`src/core/uic_defs.svh`:
```
// offsets, field positions, reset values and fixed codes of the serial port register slice
`ifndef UIC_DEFS_SVH
`define UIC_DEFS_SVH

// register byte offsets
`define UIC_OFS_IRQ_ENABLE   12'h038
`define UIC_OFS_IRQ_RAW      12'h03C
`define UIC_OFS_IRQ_MASKED   12'h040
`define UIC_OFS_IRQ_CLEAR    12'h044
`define UIC_OFS_IDENT_FOUR   12'hFD0
`define UIC_OFS_IDENT_FIVE   12'hFD4
`define UIC_OFS_IDENT_SIX    12'hFD8

// interrupt source field positions within a register word
`define UIC_BIT_RX           4
`define UIC_BIT_TX           5
`define UIC_BIT_RX_TIMEOUT   6
`define UIC_BIT_FRAMING      7
`define UIC_BIT_PARITY       8
`define UIC_BIT_BREAK        9
`define UIC_SRC_LO           4
`define UIC_SRC_HI           9
`define UIC_SRC_N            6

// reset values, and the fixed value read back from the clear register
`define UIC_ENABLE_RST       6'h00
`define UIC_RAW_RST          6'h00
`define UIC_CLEAR_READ       32'h00000000

// identification field defaults, values are arbitrary
`define UIC_IDENT_FOUR_DEF   8'h3C
`define UIC_IDENT_FIVE_DEF   8'h5E
`define UIC_IDENT_SIX_DEF    8'h71

// bus responses
`define UIC_RESP_OKAY        2'h0
`define UIC_RESP_SLVERR      2'h2

`endif

```
`src/core/uic_pkg.sv`:
```
// types shared by the serial port register slice
`default_nettype none

package uic_pkg;

  typedef enum logic [2:0] {
    uic_sel_none   = 3'b000,
    uic_sel_enable = 3'b001,
    uic_sel_raw    = 3'b010,
    uic_sel_masked = 3'b011,
    uic_sel_clear  = 3'b100,
    uic_sel_id4    = 3'b101,
    uic_sel_id5    = 3'b110,
    uic_sel_id6    = 3'b111
  } uic_sel_t;

  typedef logic [5:0] uic_src_t;

endpackage

`default_nettype wire

```
`src/core/uic_irq_status.sv`:
```
// sticky raw interrupt latches with enable gating and level interrupt
`default_nettype none

module uic_irq_status #(
  parameter int N = 6
) (
  // clock and reset
  input  wire logic         core_clk,
  input  wire logic         rstn,
  // events and controls
  input  wire logic [N-1:0] set_vec,
  input  wire logic [N-1:0] clr_vec,
  input  wire logic [N-1:0] enable,
  // state
  output logic      [N-1:0] raw,
  output logic      [N-1:0] masked,
  output logic              irq
);

  logic [N-1:0] next_raw;

  // a set in the same cycle as its clear wins
  always_comb begin
    next_raw = (raw & ~clr_vec) | set_vec;
  end

  always_ff @(posedge core_clk or negedge rstn) begin
    if (!rstn) begin
      raw <= '0;
    end else begin
      raw <= next_raw;
    end
  end

  // clearing raw also removes the masked view
  assign masked = raw & enable;

  always_ff @(posedge core_clk or negedge rstn) begin
    if (!rstn) begin
      irq <= 1'b0;
    end else begin
      irq <= |(next_raw & enable);
    end
  end

endmodule

`default_nettype wire

```
`src/core/uic_regs.sv`:
```
// axi4-lite register slice: interrupt clear, enable, status and identification bytes
//
// Added by the designer: the AXI4-Lite slave port.
`include "uic_defs.svh"
`default_nettype none

module uic_regs #(
  parameter int         ADDR_W      = 12,
  parameter logic [7:0] IDENT_FOUR  = `UIC_IDENT_FOUR_DEF,
  parameter logic [7:0] IDENT_FIVE  = `UIC_IDENT_FIVE_DEF,
  parameter logic [7:0] IDENT_SIX   = `UIC_IDENT_SIX_DEF
) (
  // clock and reset
  input  wire logic              core_clk,
  input  wire logic              rstn,
  // axi4-lite write address
  input  wire logic [ADDR_W-1:0] s_axi_awaddr,
  input  wire logic [2:0]        s_axi_awprot,
  input  wire logic              s_axi_awvalid,
  output logic                   s_axi_awready,
  // axi4-lite write data
  input  wire logic [31:0]       s_axi_wdata,
  input  wire logic [3:0]        s_axi_wstrb,
  input  wire logic              s_axi_wvalid,
  output logic                   s_axi_wready,
  // axi4-lite write response
  output logic [1:0]             s_axi_bresp,
  output logic                   s_axi_bvalid,
  input  wire logic              s_axi_bready,
  // axi4-lite read address
  input  wire logic [ADDR_W-1:0] s_axi_araddr,
  input  wire logic [2:0]        s_axi_arprot,
  input  wire logic              s_axi_arvalid,
  output logic                   s_axi_arready,
  // axi4-lite read data
  output logic [31:0]            s_axi_rdata,
  output logic [1:0]             s_axi_rresp,
  output logic                   s_axi_rvalid,
  input  wire logic              s_axi_rready,
  // interrupt events from the serial unit, one-cycle pulses
  input  wire logic              evt_rx,
  input  wire logic              evt_tx,
  input  wire logic              evt_rx_timeout,
  input  wire logic              evt_framing_err,
  input  wire logic              evt_parity_err,
  input  wire logic              evt_break_err,
  // clear strobes to the serial unit, one-cycle pulses
  output logic                   rx_irq_clear,
  output logic                   tx_irq_clear,
  output logic                   rx_timeout_clear,
  output logic                   framing_err_clear,
  output logic                   parity_err_clear,
  output logic                   break_err_clear,
  // interrupt line
  output logic                   irq
);

  import uic_pkg::*;

  localparam int SLO = `UIC_SRC_LO;
  localparam int SHI = `UIC_SRC_HI;

  // address decode, shared by read and write paths
  function automatic uic_sel_t uic_decode(input logic [ADDR_W-1:0] addr);
    logic [11:0] ofs;
    ofs = addr[11:0];
    case (ofs)
      `UIC_OFS_IRQ_ENABLE: uic_decode = uic_sel_enable;
      `UIC_OFS_IRQ_RAW:    uic_decode = uic_sel_raw;
      `UIC_OFS_IRQ_MASKED: uic_decode = uic_sel_masked;
      `UIC_OFS_IRQ_CLEAR:  uic_decode = uic_sel_clear;
      `UIC_OFS_IDENT_FOUR: uic_decode = uic_sel_id4;
      `UIC_OFS_IDENT_FIVE: uic_decode = uic_sel_id5;
      `UIC_OFS_IDENT_SIX:  uic_decode = uic_sel_id6;
      default:             uic_decode = uic_sel_none;
    endcase
  endfunction

  // source field of a write word, gated by its byte strobes
  function automatic uic_src_t uic_src_field(input logic [31:0] data,
                                             input logic [3:0]  strb);
    logic [31:0] lanes;
    lanes = {{8{strb[3]}}, {8{strb[2]}}, {8{strb[1]}}, {8{strb[0]}}};
    uic_src_field = uic_src_t'((data & lanes) >> SLO);
  endfunction

  // strobe mask over the source field
  function automatic uic_src_t uic_src_lanes(input logic [3:0] strb);
    uic_src_lanes = uic_src_field(32'hFFFFFFFF, strb);
  endfunction

  // place a source vector into its register position
  function automatic logic [31:0] uic_place(input uic_src_t v);
    uic_place = 32'(v) << SLO;
  endfunction

  // write channel holding
  logic              aw_held;
  logic [ADDR_W-1:0] aw_addr;
  logic              w_held;
  logic [31:0]       w_data;
  logic [3:0]        w_strb;
  logic              wr_fire;
  uic_sel_t          wr_sel;

  // register state
  uic_src_t          enable;
  uic_src_t          raw;
  uic_src_t          masked;
  uic_src_t          set_vec;
  uic_src_t          clr_vec;
  logic              irq_int;

  // read path
  logic              rd_fire;
  uic_sel_t          rd_sel;
  logic [31:0]       next_rdata;
  logic [1:0]        next_rresp;

  assign s_axi_awready = !aw_held;
  assign s_axi_wready  = !w_held;
  assign s_axi_arready = !s_axi_rvalid;

  assign wr_fire = aw_held && w_held && !s_axi_bvalid;
  assign wr_sel  = uic_decode(aw_addr);
  assign rd_fire = s_axi_arvalid && s_axi_arready;
  assign rd_sel  = uic_decode(s_axi_araddr);

  // write address capture
  always_ff @(posedge core_clk or negedge rstn) begin
    if (!rstn) begin
      aw_held <= 1'b0;
      aw_addr <= '0;
    end else if (s_axi_awvalid && s_axi_awready) begin
      aw_held <= 1'b1;
      aw_addr <= s_axi_awaddr;
    end else if (wr_fire) begin
      aw_held <= 1'b0;
    end
  end

  // write data capture
  always_ff @(posedge core_clk or negedge rstn) begin
    if (!rstn) begin
      w_held <= 1'b0;
      w_data <= 32'h00000000;
      w_strb <= 4'h0;
    end else if (s_axi_wvalid && s_axi_wready) begin
      w_held <= 1'b1;
      w_data <= s_axi_wdata;
      w_strb <= s_axi_wstrb;
    end else if (wr_fire) begin
      w_held <= 1'b0;
    end
  end

  // write response
  always_ff @(posedge core_clk or negedge rstn) begin
    if (!rstn) begin
      s_axi_bvalid <= 1'b0;
      s_axi_bresp  <= `UIC_RESP_OKAY;
    end else if (wr_fire) begin
      s_axi_bvalid <= 1'b1;
      if (wr_sel == uic_sel_none) begin
        s_axi_bresp <= `UIC_RESP_SLVERR;
      end else begin
        s_axi_bresp <= `UIC_RESP_OKAY;
      end
    end else if (s_axi_bready) begin
      s_axi_bvalid <= 1'b0;
    end
  end

  // enable register
  always_ff @(posedge core_clk or negedge rstn) begin
    if (!rstn) begin
      enable <= `UIC_ENABLE_RST;
    end else if (wr_fire && wr_sel == uic_sel_enable) begin
      enable <= (enable & ~uic_src_lanes(w_strb)) | uic_src_field(w_data, w_strb);
    end
  end

  // clear vector: only ones act, reserved bits 3:0 are dropped
  always_comb begin
    clr_vec = '0;
    if (wr_fire && wr_sel == uic_sel_clear) begin
      clr_vec = uic_src_field(w_data, w_strb);
    end
  end

  // event vector in field order
  always_comb begin
    set_vec = '0;
    set_vec[`UIC_BIT_RX - SLO]         = evt_rx;
    set_vec[`UIC_BIT_TX - SLO]         = evt_tx;
    set_vec[`UIC_BIT_RX_TIMEOUT - SLO] = evt_rx_timeout;
    set_vec[`UIC_BIT_FRAMING - SLO]    = evt_framing_err;
    set_vec[`UIC_BIT_PARITY - SLO]     = evt_parity_err;
    set_vec[`UIC_BIT_BREAK - SLO]      = evt_break_err;
  end

  uic_irq_status #(
    .N        (`UIC_SRC_N)
  ) u_status (
    .core_clk (core_clk),
    .rstn     (rstn),
    .set_vec  (set_vec),
    .clr_vec  (clr_vec),
    .enable   (enable),
    .raw      (raw),
    .masked   (masked),
    .irq      (irq_int)
  );

  assign irq = irq_int;

  // clear strobes to the serial unit
  always_ff @(posedge core_clk or negedge rstn) begin
    if (!rstn) begin
      rx_irq_clear      <= 1'b0;
      tx_irq_clear      <= 1'b0;
      rx_timeout_clear  <= 1'b0;
      framing_err_clear <= 1'b0;
      parity_err_clear  <= 1'b0;
      break_err_clear   <= 1'b0;
    end else begin
      rx_irq_clear      <= clr_vec[`UIC_BIT_RX - SLO];
      tx_irq_clear      <= clr_vec[`UIC_BIT_TX - SLO];
      rx_timeout_clear  <= clr_vec[`UIC_BIT_RX_TIMEOUT - SLO];
      framing_err_clear <= clr_vec[`UIC_BIT_FRAMING - SLO];
      parity_err_clear  <= clr_vec[`UIC_BIT_PARITY - SLO];
      break_err_clear   <= clr_vec[`UIC_BIT_BREAK - SLO];
    end
  end

  // read data select
  always_comb begin
    next_rdata = 32'h00000000;
    next_rresp = `UIC_RESP_OKAY;
    case (rd_sel)
      uic_sel_enable: next_rdata = uic_place(enable);
      uic_sel_raw:    next_rdata = uic_place(raw);
      uic_sel_masked: next_rdata = uic_place(masked);
      uic_sel_clear:  next_rdata = `UIC_CLEAR_READ;
      uic_sel_id4:    next_rdata = {24'h000000, IDENT_FOUR};
      uic_sel_id5:    next_rdata = {24'h000000, IDENT_FIVE};
      uic_sel_id6:    next_rdata = {24'h000000, IDENT_SIX};
      default:        next_rresp = `UIC_RESP_SLVERR;
    endcase
  end

  // read response
  always_ff @(posedge core_clk or negedge rstn) begin
    if (!rstn) begin
      s_axi_rvalid <= 1'b0;
      s_axi_rdata  <= 32'h00000000;
      s_axi_rresp  <= `UIC_RESP_OKAY;
    end else if (rd_fire) begin
      s_axi_rvalid <= 1'b1;
      s_axi_rdata  <= next_rdata;
      s_axi_rresp  <= next_rresp;
    end else if (s_axi_rready) begin
      s_axi_rvalid <= 1'b0;
    end
  end

endmodule

`default_nettype wire

```
`config.mk`:
```
export PLATFORM = sky130hd
export DESIGN_NAME = uic_regs
export DESIGN_NICKNAME = d
export VERILOG_FILES = /design/src/core/uic_pkg.sv /design/src/core/uic_irq_status.sv /design/src/core/uic_regs.sv
export VERILOG_INCLUDE_DIRS = /design/src /design/src/core
export SDC_FILE = /design/constraint.sdc
export NUM_CORES = 1
export LEC_CHECK = 0
export BUFFER_PORTS_ARGS = -buffer_cell sky130_fd_sc_hd__clkbuf_2
export CORE_UTILIZATION = 42
export DETAILED_ROUTE_END_ITERATION = 8
export PLACE_DENSITY = 0.74
export SLEW_MARGIN = 30
export SYNTH_ARGS = -nofsm -noshare
export SYNTH_HDL_FRONTEND = slang
export SYNTH_HIERARCHICAL = 1
export SYNTH_SLANG_ARGS = --single-unit
```
`constraint.sdc`:
```
create_clock -name core_clk -period 2.1 [get_ports core_clk]
set_input_delay 0.42 -clock core_clk [delete_from_list [all_inputs] [get_ports core_clk]]
set_output_delay 0.42 -clock core_clk [all_outputs]
set_load 0.02 [all_outputs]
```
# Word-level counts from Yosys, hierarchy flattened
# Cells that the tools add are included.
totals:
  reg_bits: 83
  inputBits: 79
  out_inout_bits: 48
  wordCells: 82
classes:
  n_eq_ne: 23
  n_mux: 13
  bitwise: 9
  reduce_logical: 18
op_table:
  columns: ["op", "n"]
  rows:
  - ["12-bit equality test (second input constant)", 6]
  - ["10-bit case mux with 6 select lines", 1]
  - ["12-bit by 6-bit equality test with 1-bit output (second input constant)", 4]
  - ["12-bit by 7-bit equality test with 1-bit output (second input constant)", 4]
  - ["3-bit case mux with 7 select lines", 2]
  - ["6-bit bitwise AND", 4]
  - ["3-bit equality test (second input constant)", 5]
  - ["6-bit inverter", 2]
  - ["6-bit OR", 2]
  - ["10-bit bitwise AND", 1]
  - ["2-bit nonzero test", 4]
  - ["1-bit logical AND", 7]
  - ["1-bit two-way mux", 7]
  - ["7-bit OR reduction", 1]
  - ["3-bit by 1-bit equality test with 1-bit output (second input constant)", 2]
  - ["3-bit by 2-bit equality test with 1-bit output (second input constant)", 2]
  - ["6-bit two-way mux", 1]
  - ["6-bit OR reduction", 1]
  - ["1-bit zero test", 4]
  - ["2-bit two-way mux", 2]
  - ["3-bit zero test", 1]

# Longest topological paths before layout
# Gate-level depths: netlist (run 1).
logic_depth:
  ltp_word: 10
  depth_mapped: 9
  depth_no_buf: 9

# By module
# The synthesis (run 1) kept the hierarchy.
by_module_without_submodules:
  columns: ["module", "n_inst", "cells_each", "area_per_inst_um2", "seq_area_each_um2"]
  rows:
  - ["uic_regs", 1, 205, 2354.8, 1176.1]
  - ["uic_irq_status", 1, 29, 312.8, 175.2]

# Worst setup path before layout (run 1)
# No wires, ideal clock.
synth_timing:
  kind: "flip-flop to flip-flop"
  startpoint: "register aw_addr[9]"
  endpoint: "register u_status.irq"
  setup_time_ns: 0.131
  t_arrival_ns: 2.020
  required_ns: 1.969
  path_slack_ns: -0.051
  stages_incl_launch_ff: 10
  n_path_buf: 0
  synth_period_minus_slack_ns: 2.151
  cell_sequence: "dfrtp_1 -> or4_4 -> nor2_1 -> and3_1 -> and4_1 -> and2_1 -> inv_1 -> a21o_1 -> a22oi_1 -> nand3_1"
synth_via:
  elab_chain_len: 10
  elab_cells_between_ends: 16
  classes_between: "eq/ne: 8; mux: 2; bitwise: 4; reduce/logical: 2"
synth_lines:
  columns: ["element", "line_no", "text"]
  rows:
  - ["from (decl)", "uic_regs.sv:99", "logic [ADDR_W-1:0] aw_addr;"]
  - ["from (signal assigned)", "uic_regs.sv:136", "aw_addr <= s_axi_awaddr;"]
  - ["12-bit equality test (tied with other cells)", "uic_regs.sv:67", "case (ofs)"]
  - ["3-bit case mux with 7 select lines (*)", "uic_regs.sv:67", null]
  - ["3-bit equality test (*)", "uic_regs.sv:186", "if (wr_fire && wr_sel == uic_sel_clear) begin"]
  - ["1-bit logical AND (*)", "uic_regs.sv:186", null]
  - ["6-bit two-way mux (*)", "uic_regs.sv:186", null]
  - ["via clr_vec[1]", "uic_regs.sv:111", "uic_src_t clr_vec;"]
  - ["6-bit inverter (*)", "uic_irq_status.sv:24", "next_raw = (raw & ~clr_vec) | set_vec;"]
  - ["6-bit bitwise AND (*)", "uic_irq_status.sv:24", null]
  - ["6-bit OR (*)", "uic_irq_status.sv:24", null]
  - ["via u_status.next_raw[1]", "uic_irq_status.sv:20", "logic [N-1:0] next_raw;"]
  - ["6-bit bitwise AND (*)", "uic_irq_status.sv:42", "irq <= |(next_raw & enable);"]
  - ["6-bit OR reduction (*)", "uic_irq_status.sv:42", null]
  - ["to (signal assigned)", "uic_irq_status.sv:42", null]
  - ["to (decl)", "uic_irq_status.sv:17", "output logic irq"]
# The timed path passes the listed nets; every way through them passes the cells marked *.
# A chain may end at the register's enable or synchronous reset.

# Worst setup path after layout (run 1)
# Same ends and word-level chain as after synthesis.

==> results.md, run 1 <==
* Layout cell share with drive strength beyond 1 at 42.55%
* CTS root buf: clkbuf_8
* RSZ-0062 raised after global routing: true
* CTS tree: yes
* Final setup vio count at 1
* Layout Nets at 400
* Final core utilization at 53.92%
* Post-route ant nets at 0
* Crit-path max FO at 4
* Worst-Margin Slew at 0.6722 ns
* Run status: complete, but fails checks
* Final Hold Fails at 0
* Post-route clock period utilization at 104.0%
* Number of fill cells at 565
* Inserted Clock Buffers at 5
* Ys Warns at 6
* Die Width at 81.70 um
* Synthesized flop and latch total at 54
* CP endpoint kind: register
* Reg2Reg Setup Slack at -0.08 ns
* Post-synth top flop: dfrtp_1
* Layout area overhead at 21.81%
* Hold WS at 0.2088 ns
* First-pass GRT wire length at 8625 um
* EDFF count, synth at 0
* Post-CTS Setup Bufs at 0
* WS Path Type: reg -> reg
* Overall via count from detail_route at 1999
* Largest net degree at the start of global routing at 55
* CP Launch Type: register
* Cells after Synth at 234
* H-Tree Depth at 2
* DIE AREA at 6674 um^2
* Worst hold path class: in -> async
* Worst-path clk slew at 0.10 ns
* Core Rows at 28
* Critical Path RT at 2.29 ns
* Drt first pass iters at 4
* Max Cap Viol at 0
* DR WL/cell at 13.10 um
* Design Power at 2.979 mW
* Vias/cell at 5.035
* Mean Syn Cell Area at 11.40 um^2
* Skew-Pair Late Insertion Delay at 0.31 ns
* Sequential fraction of the synthesis area at 50.66%
* Pleak at 1.578 nW
* Grt ovf at 0
* All-Layer GR Usage at 17.19%
* TNS Setup at -0.08410 ns
* Tmin final at 2.184 ns
* Commonest non-fill, non-tap cell in the layout: clkbuf_2
* Port buffer count at 68
* Syn Std Cell Area at 2668 um^2
* Distinct cells, synth at 38
* Final WL at 5200 um
* Final GP Congestion at 0.8067
* Post-detail-place hpwl at 3971 um
* Core area at 6026 um^2
* Initial antenna violation count at 0
* Synth area leader: dfrtp_1
* Asr flop ratio synth at 100.0%
* Clk_skew at 0.008376 ns
* Highest clock rate at 457.9 MHz
* Pwr/cell area at 916.9 nW/um^2
* DRC at 0
* Violated checks: setup timing
* Max Slew Vio Count at 0
* Clock Sinks at 54
* Final worst slack at -0.08410 ns
* Bufs on Longest Clock Path at 2
* WP data arrival at 2.38 ns
* Maximum VDD drop at 0.6558 mV
* Most frequent cells in the layout: clkbuf_2 (68), dfrtp_1 (54), mux2_2 (30), conb_1 (24), buf_4 (19)
* N_diodes at 0
* Worst slack, placed at -0.1672 ns
* Initial Util at 44.27%
* Die Span Y at 81.70 um
* Vias in the first global route at 2044
* Slew headroom at 55.19%
* Top-level port count at 127
* Starting DRT DRC Count at 90
* Top cells by area, synth: dfrtp_1 (51%), mux2_2 (13%), buf_4 (7.0%)
* Area fraction of the dominant cell type after synthesis at 50.66%
## cells in the mapped netlist, types with 5 or more instances
| cell type | number |
|---|---|
| nor2_1 | 9 |
| a31oi_1 | 5 |
| and2_1 | 10 |
| o21ai_0 | 10 |
| buf_4 | 25 |
| inv_1 | 10 |
| dfrtp_1 | 54 |
| nand2_1 | 11 |
| clkbuf_1 | 5 |
| a21o_1 | 7 |
| mux2_2 | 30 |
## repair_timing
action | CTS | global route
gates cloned | 0 | 0
resized for setup | 2 | 2
hold endpoints to repair | 0 | 0
setup endpoints to repair | 1 | 1
hold buffers | 0 | 0
pin swaps | 0 | 2
## metal layers
| layer | global-route usage (%) | vias to the layer above | part of all wire, % |
|---|---|---|---|
| li1 | - | 963 | - |
| met1 | 18.66 | 954 | 42 |
| met2 | 30.92 | 76 | 49 |
| met3 | 6.333 | 6 | 8.2 |
| met4 | 5.439 | 0 | 1.1 |
| met5 | 0 | - | 0 |
## worst paths after layout
check / endpoint / start / depth (start not counted)
worst max register to register: u_status/irq / aw_addr[9] / 9
worst min-delay path: s_axi_rresp[1] / rstn / 2
max in group asynchronous: u_status/raw[4] / rstn / 2
worst min register to register: s_axi_rdata[8] / s_axi_rdata[8] / 2
worst max-delay path: u_status/irq / aw_addr[9] / 9
min in group core_clk: s_axi_bvalid / s_axi_bready / 2
## final cells by class
type                            count  area [um^2]  share of cell area, %
Timing Repair Buffer               87        483.0                  14.86
Inverter                           10        37.54                  1.155
Multi-Input combinational cell    163         1179                  36.27
Clock inverter                      1        8.758                 0.2695
Sequential cell                    54         1351                  41.59
Tap cell                           75        93.84                  2.888
Clock buffer                        7        96.34                  2.965
## power breakdown
part / total, mW / internal [mW] / switching [mW]
clock: 0.644 / 0.303 / 0.341
sequential: 1.47 / 1.28 / 0.188
combinational: 0.864 / 0.466 / 0.398
## worst max-delay path, stage by stage, from the launching register on
cell and delay, ns:
dfrtp_1 0.39, or4_4 0.56, nor2_4 0.10, and3_4 0.18, and4_4 0.22, and2_1 0.15, inv_1 0.05, a21o_1 0.18
a22oi_2 0.14, nand3_1 0.09
## cell families after synthesis
kind of cell           synth area share, %
flip-flops                           50.66
AO/OA/AOI/OAI                        9.850
buffers and inverters                9.147
other                               0.1406
multiplexers                         13.98
AND/OR/NAND/NOR                      16.23
## per-stage QoR
step | cells | instance area [um^2]
after global routing | 397 | 3249
after global placement | 389 | 3127
after CTS | 397 | 3239
final | 397 | 3249
after floorplan | 257 | 2756
after detailed placement | 389 | 3127
No activity file was read; power rests on OpenSTA's default activity.
==> inputs of run 2 (changes only) <==
--- a/config.mk
+++ b/config.mk
@@ -13,5 +13,4 @@
 export SLEW_MARGIN = 30
 export SYNTH_ARGS = -nofsm -noshare
 export SYNTH_HDL_FRONTEND = slang
-export SYNTH_HIERARCHICAL = 1
 export SYNTH_SLANG_ARGS = --single-unit
==> results.md, run 2 <==
* Worst Setup SP: aw_addr[5]
* Crit-path max FO at 5 (+1)
* Die Width at 82.37 um (+0.82%)
* Port buffer count at 68 (unchanged)
* Vias in the first global route at 2089 (+2.2%)
* Commonest non-fill, non-tap cell in the layout: clkbuf_2
* Highest clock rate at 503.6 MHz (+10%)
* RR Startpoint: aw_addr[5]
* Number of fill cells at 569 (+0.71%)
* Top cells by area, synth: dfrtp_1 (50%), mux2_2 (11%), buf_4 (6.9%)
* Top-level port count at 127 (unchanged)
* Reg2reg path depth at 6 (-3)
* DR WL/cell at 13.70 um (+4.6%)
* Most frequent cells in the layout: clkbuf_2 (68), dfrtp_1 (54), mux2_2 (26), conb_1 (24), nand2_1 (20)
* Asr flop ratio synth at 100.0% (unchanged)
* Hold WS at 0.1053 ns (-0.1035 ns)
* Initial Util at 44.76% (+0.49 points)
* Worst path max stage delay at 0.43 ns (-0.13 ns)
* Layout Nets at 412 (+3.0%)
* Commonest cells post-synth: dfrtp_1 (54), mux2_2 (26), buf_4 (25)
* Drt first pass iters at 5 (+1)
* Run status: finished clean
* Ys Warns at 0 (-6)
* Buf/Inv on CP at 1 (unchanged)
* Vias/cell at 5.156 (+2.4%)
* Post-route clock period utilization at 94.56% (-9.4 points)
* CP endpoint kind: register
* Core Rows at 28 (unchanged)
* Grt ovf at 0 (unchanged)
* Largest net degree at the start of global routing at 33 (-40%)
* Overall via count from detail_route at 2109 (+5.5%)
* H-Tree Depth at 2 (unchanged)
* Synth area leader: dfrtp_1
* Layout cell share with drive strength beyond 1 at 39.22% (-3.3 points)
* Cells after Synth at 250 (+6.8%)
* N_diodes at 0 (unchanged)
* Tmin final at 1.986 ns (-0.1984 ns)
* Final WL at 5602 um (+7.7%)
* Slowest-stage cell, CP: nor3_1
* RSZ-0062 raised after global routing: false
* Worst hold path class: in -> async
* Sequential fraction of the synthesis area at 49.82% (-0.84 points)
* Post-CTS Setup Bufs at 0 (unchanged)
* Core area at 6061 um^2 (+0.58%)
* Final Hold Fails at 0 (unchanged)
* Pleak at 1.566 nW (-0.75%)
* Maximum VDD drop at 0.6038 mV (-7.9%)
* Initial antenna violation count at 0 (unchanged)
* DIE AREA at 6784 um^2 (+1.6%)
* Synthesized flop and latch total at 54 (unchanged)
* Placed Area at 3146 um^2 (+0.60%)
* Syn Std Cell Area at 2713 um^2 (+1.7%)
* Die Span Y at 82.37 um (+0.82%)
* Max Cap Viol at 0 (unchanged)
* Mean Syn Cell Area at 10.85 um^2 (-4.8%)
* WS Path Type: reg -> reg
* Worst-Margin Slew at 0.6096 ns (-0.06261 ns)
* Reg2Reg Setup Slack at 0.11 ns (+0.20 ns)
* Most common cell in the synthesized netlist: dfrtp_1
* Post-synth top flop: dfrtp_1
* CTS tree: yes
* Area of the multi-input gates at 1184 um^2 (+0.43%)
* EDFF count, synth at 0 (unchanged)
* Worst-path clk slew at 0.09 ns (about the same)
* Clk_skew at 0.002438 ns (-0.005938 ns)
* Starting DRT DRC Count at 48 (-47%)
* Pwr/cell area at 883.3 nW/um^2 (-3.7%)
* TNS Setup at 0 ns (+0.08410 ns)
* Skew-Pair Late Insertion Delay at 0.31 ns (about the same)
* All-Layer GR Usage at 18.05% (+0.86 points)
* Slew headroom at 59.36% (+4.2 points)
* CP Launch Type: register
* Final setup vio count at 0 (-1)
* Distinct cells, synth at 53 (+39%)
* Final Non-Filler Cells at 409 (+3.0%)
* Post-route ant nets at 0 (unchanged)
* Post-detail-place hpwl at 4350 um (+9.5%)
* FF+latch area at 1351 um^2 (unchanged)
* RR Endpoint: u_status.raw[1]
* DRC at 0 (unchanged)
* First-pass GRT wire length at 9183 um (+6.5%)
* Placed insts at 401 (+3.1%)
* Bufs on Longest Clock Path at 2 (unchanged)
* Design Power at 2.859 mW (-4.0%)
* WP data arrival at 2.19 ns (-0.19 ns)
* Cell family with most CP delay: simple AND/OR/NAND/NOR gates
* Design Area, Final at 3237 um^2 (-0.39%)
* Max Slew Vio Count at 0 (unchanged)
* Crit path cell chain: nand2b_1, or3_1, buf_4, nor3_1, nand2_1, a21o_1
* CTS root buf: clkbuf_8
* Clock Sinks at 54 (unchanged)
* Area fraction of the dominant cell type after synthesis at 49.82% (-0.84 points)
* Layout area overhead at 19.33%
* Final GP Congestion at 0.8765 (+8.7%)
* Critical Path RT at 2.31 ns (+0.02 ns)
* Inserted Clock Buffers at 5 (unchanged)
-- run 2: cell count changes after synthesis, sizes merged, moves of 6 or more --
cell,before,now
and2,10,2
nand2,11,20
nand2b,1,7
nor2,9,16
nor3,3,9
-- run 2: routing by layer --
metal / vias up / share of wire, % / track usage, % / wire length [um]
li1: 1014 / - / - / -
met1: 1021 / 42 / 20.17 / 2362
met2: 65 / 50 / 32.40 / 2819
met3: 9 / 6.2 / 5.055 / 350
met4: 0 / 1.2 / 6.842 / 70
met5: - / 0 / 0 / 0
-- run 2: worst max path at each step --
stage | endpoint | slack (ns) | depth (start not counted)
global placement | s_axi_rdata[9] | -0.05 | 7
floorplan | u_status.irq | 0.06 | 6
global route | u_status.irq | 0.01 | 6
detailed placement | s_axi_rdata[7] | -0.07 | 7
finish | u_status.raw[1] | 0.11 | 6
CTS | u_status.irq | 0.11 | 6
-- run 2: cell families after synthesis --
logic type | share of synthesized area [%]
AO/OA/AOI/OAI | 11.72
other | 0.1382
XOR/XNOR | 0.3229
multiplexers | 10.79
AND/OR/NAND/NOR | 17.30
flip-flops | 49.82
buffers and inverters | 9.917
-- run 2: what timing repair did --
item                                    4_1_cts  5_1_grt
endpoints found under the setup margin        0        8
hold buffers                                  0        0
resized for setup                             0        1
endpoints found under the hold margin         0        0
-- run 2: cell type report --
type,instances,area share [%]
clock inverter,2,0.4252
inverter,9,1.044
timing repair buffer,86,15.08
multi-input combinational,177,36.57
clock buffer,6,2.242
tap,75,2.899
sequential,54,41.75
-- run 2: stage by stage --
step / worst slack [ns] / utilization [%]
after CTS: 0.1144 / 53.32
final: 0.1143 / 53.41
after global placement: -0.04925 / 51.90
after floorplan: 0.06207 / -
after detailed placement: -0.07262 / 51.90
after global routing: 0.01086 / 53.41
-- run 2: power by group --
group | total, mW | internal, mW | switching [mW]
combinational | 0.776 | 0.385 | 0.391
clock | 0.574 | 0.236 | 0.338
sequential | 1.51 | 1.29 | 0.224
==> inputs of run 3 (changes only) <==
--- a/config.mk
+++ b/config.mk
@@ -6,10 +6,11 @@
 export SDC_FILE = /design/constraint.sdc
 export NUM_CORES = 1
 export LEC_CHECK = 0
+export ABC_AREA = 1
 export BUFFER_PORTS_ARGS = -buffer_cell sky130_fd_sc_hd__clkbuf_2
-export CORE_UTILIZATION = 42
+export CORE_UTILIZATION = 43
 export DETAILED_ROUTE_END_ITERATION = 8
-export PLACE_DENSITY = 0.74
+export PLACE_DENSITY = 0.75
 export SLEW_MARGIN = 30
 export SYNTH_ARGS = -nofsm -noshare
 export SYNTH_HDL_FRONTEND = slang
==> results.md, run 3 <==
* Run status: finished clean
* WS Path Type: reg -> reg
* Sw Ratio at 35.86% (+2.5 points)
* Initial antenna violation count at 0 (unchanged)
* Initial Util at 44.63% (-0.13 points)
* Inserted Clock Buffers at 5 (unchanged)
* Post-synth top flop: dfrtp_1
* Overall via count from detail_route at 2302 (+9.2%)
* Clk_skew at 0.01085 ns (+0.008412 ns)
* Grt ovf at 0 (unchanged)
* Worst hold path class: in -> async
* Synthesized flop and latch total at 54 (unchanged)
* Critical Path RT at 2.32 ns (about the same)
* Placed Area at 3146 um^2 (unchanged)
* Top cells by area, synth: dfrtp_1 (48%), nand2_1 (11%), buf_4 (6.6%)
* All-Layer GR Usage at 16.35% (-1.7 points)
* Starting DRT DRC Count at 84 (+75%)
* Worst-Margin Slew at 0.6744 ns (+0.06478 ns)
* Clock power frac at 22.6% (+2.5 points)
* WP data arrival at 1.86 ns (-0.33 ns)
* Cells after Synth at 349 (+40%)
* Asr flop ratio synth at 100.0% (unchanged)
* RR Startpoint: aw_addr[8]
* Final worst slack at 0.4668 ns (+0.3526 ns)
* Final setup vio count at 0 (unchanged)
* Worst-path clk slew at 0.09 ns (about the same)
* CTS tree: yes
* Layout cell share with drive strength beyond 1 at 26.49% (-13 points)
* Most Used Layer, Global Route: met2
* Port buffer count at 68 (unchanged)
* Mean Syn Cell Area at 8.120 um^2 (-25%)
* Worst slack, placed at 0.5035 ns (+0.5761 ns)
* Final Hold Fails at 0 (unchanged)
* Design Power at 3.027 mW (+5.9%)
* Core Rows at 29 (+3.6%)
* CP Launch Type: register
* Tmin final at 1.633 ns (-0.3526 ns)
* Hold WS at 0.2174 ns (+0.1120 ns)
* Final GP Congestion at 0.8242 (-6.0%)
* Design Area, Final at 3256 um^2 (+0.58%)
* Commonest non-fill, non-tap cell in the layout: nand2_1
* Pleak at 1.818 nW (+16%)
* Met3 global-route usage at 3.082% (-2.0 points)
* Sequential fraction of the synthesis area at 47.68% (-2.1 points)
* First-pass GRT wire length at 9342 um (+1.7%)
* Max Cap Viol at 0 (unchanged)
* Int Pwr at 1.942 mW (+1.9%)
* Post-CTS Setup Bufs at 0 (unchanged)
* N_diodes at 0 (unchanged)
* Crit-path max FO at 11 (+6)
* Met2 Use GR at 29.51% (-2.9 points)
* Sequential power share at 47.9% (-4.9 points)
* Largest net degree at the start of global routing at 55 (+67%)
* Pwr/cell area at 929.8 nW/um^2 (+5.3%)
* Post-route ant nets at 0 (unchanged)
* Drt first pass iters at 4 (-1)
* Syn Std Cell Area at 2834 um^2 (+4.5%)
* Post-detail-place hpwl at 4137 um (-4.9%)
* Bufs on Longest Clock Path at 2 (unchanged)
* Max Slew Vio Count at 0 (unchanged)
* Die Width at 83.18 um (+0.99%)
* Maximum VDD drop at 0.4929 mV (-18%)
* Vias in the first global route at 2253 (+7.9%)
* DIE AREA at 6919 um^2 (+2.0%)
* Slew headroom at 55.04% (-4.3 points)
* Logic pwr share at 29.5% (+2.4 points)
* DRC at 0 (unchanged)
* Vias/cell at 4.641 (-10%)
* RSZ-0062 raised after global routing: false
* Top-level port count at 127 (unchanged)
* Core area at 6350 um^2 (+4.8%)
* Most frequent cells in the layout: nand2_1 (81), clkbuf_2 (68), dfrtp_1 (54), inv_1 (36), nor2_1 (34)
* Post-cts repair resize count at 0 (unchanged)
* Reg2Reg Setup Slack at 0.47 ns (+0.35 ns)
* DR WL/cell at 10.59 um (-23%)
* Most common cell in the synthesized netlist: nand2_1
* Reg2reg path depth at 9 (+3)
* Final WL at 5251 um (-6.3%)
* Die Span Y at 83.18 um (+0.99%)
* Ys Warns at 0 (unchanged)
* Psw at 1.086 mW (+14%)
* Clock Sinks at 54 (unchanged)
* CP endpoint kind: register
* CTS root buf: clkbuf_8
* Worst Setup SP: aw_addr[8]
* RR Endpoint: rx_timeout_clear
* Layout Nets at 497 (+21%)
* Commonest cells post-synth: nand2_1 (81), dfrtp_1 (54), inv_1 (36)
* Synth area leader: dfrtp_1
* Area fraction of the dominant cell type after synthesis at 47.68% (-2.1 points)
* Post-route clock period utilization at 77.77% (-17 points)
* Global-route met1 utilization at 19.40% (-0.77 points)
* Layout area overhead at 14.88%
* Crit path to: rx_timeout_clear
* # hold bufs at CTS at 0 (unchanged)
* H-Tree Depth at 2 (unchanged)
* Skew-Pair Late Insertion Delay at 0.31 ns (about the same)
* Distinct cells, synth at 29 (-45%)
* TNS Setup at 0 ns (unchanged)
* Highest clock rate at 612.3 MHz (+22%)
* EDFF count, synth at 0 (unchanged)
==> run 3: cell type report <==
class,count,area [um^2]
Multi-Input combinational cell,243,1177
Clock buffer,6,72.57
Timing Repair Buffer,70,355.3
Fill cell,602,3094
Tap cell,77,96.34
Sequential cell,54,1351
Inverter,44,165.2
Clock inverter,2,37.54
==> run 3: worst min-delay path by stage <==
stage	startpoint	endpoint	slack (ns)
2_1_floorplan	rstn	asynchronous set/reset pin	0.12
3_3_place_gp	s_axi_rdata[7]	s_axi_rdata[7]	0.46
3_5_place_dp	s_axi_rdata[6]	s_axi_rdata[6]	0.47
4_1_cts	rstn	aw_addr[1]	0.24
5_1_grt	rstn	aw_addr[1]	0.28
6_report	rstn	aw_addr[1]	0.22
==> run 3: critical path, stage by stage, from the launching register on <==
cell and delay, ns:
dfrtp_1 0.40, inv_2 0.06, nand2_2 0.05, nor2_2 0.35, nand3_1 0.16, nand3_1 0.16, nand2_1 0.08, inv_2 0.07
nand2_2 0.08, nor2_1 0.14
==> run 3: through the flow <==
| step | instances | utilization (%) |
|---|---|---|
| final | 496 | 51.27 |
| after global routing | 496 | 51.27 |
| after CTS | 496 | 51.27 |
| after detailed placement | 488 | 49.54 |
| after global placement | 488 | 49.54 |
| after floorplan | 372 | - |
==> run 3: cells by family (layout without fill, tap and decap cells) <==
| group | count (synthesis) | in the layout | synth area share (%) |
|---|---|---|---|
| compound gates | 32 | 32 | 6.048 |
| flops | 54 | 54 | 47.68 |
| simple gates | 180 | 180 | 29.54 |
| mux | 7 | 7 | 2.782 |
| buf+inv | 75 | 122 | 13.82 |
| other cells | 1 | 24 | 0.1323 |
==> run 3: power groups by stage <==
stage	registers [mW]	clock network, mW	logic [mW]
2_1_floorplan	1.46	0	0.702
3_3_place_gp	1.46	0	0.875
3_5_place_dp	1.47	0	0.900
4_1_cts	1.45	0.707	0.902
5_1_grt	1.49	0.743	1.02
6_report	1.45	0.684	0.894
==> run 3: metal layers <==
layer / share of wire (%) / wire (um)
met4: 1.9 / 100
met3: 4.3 / 226
met2: 49 / 2563
met1: 45 / 2360
met5: 0 / 0
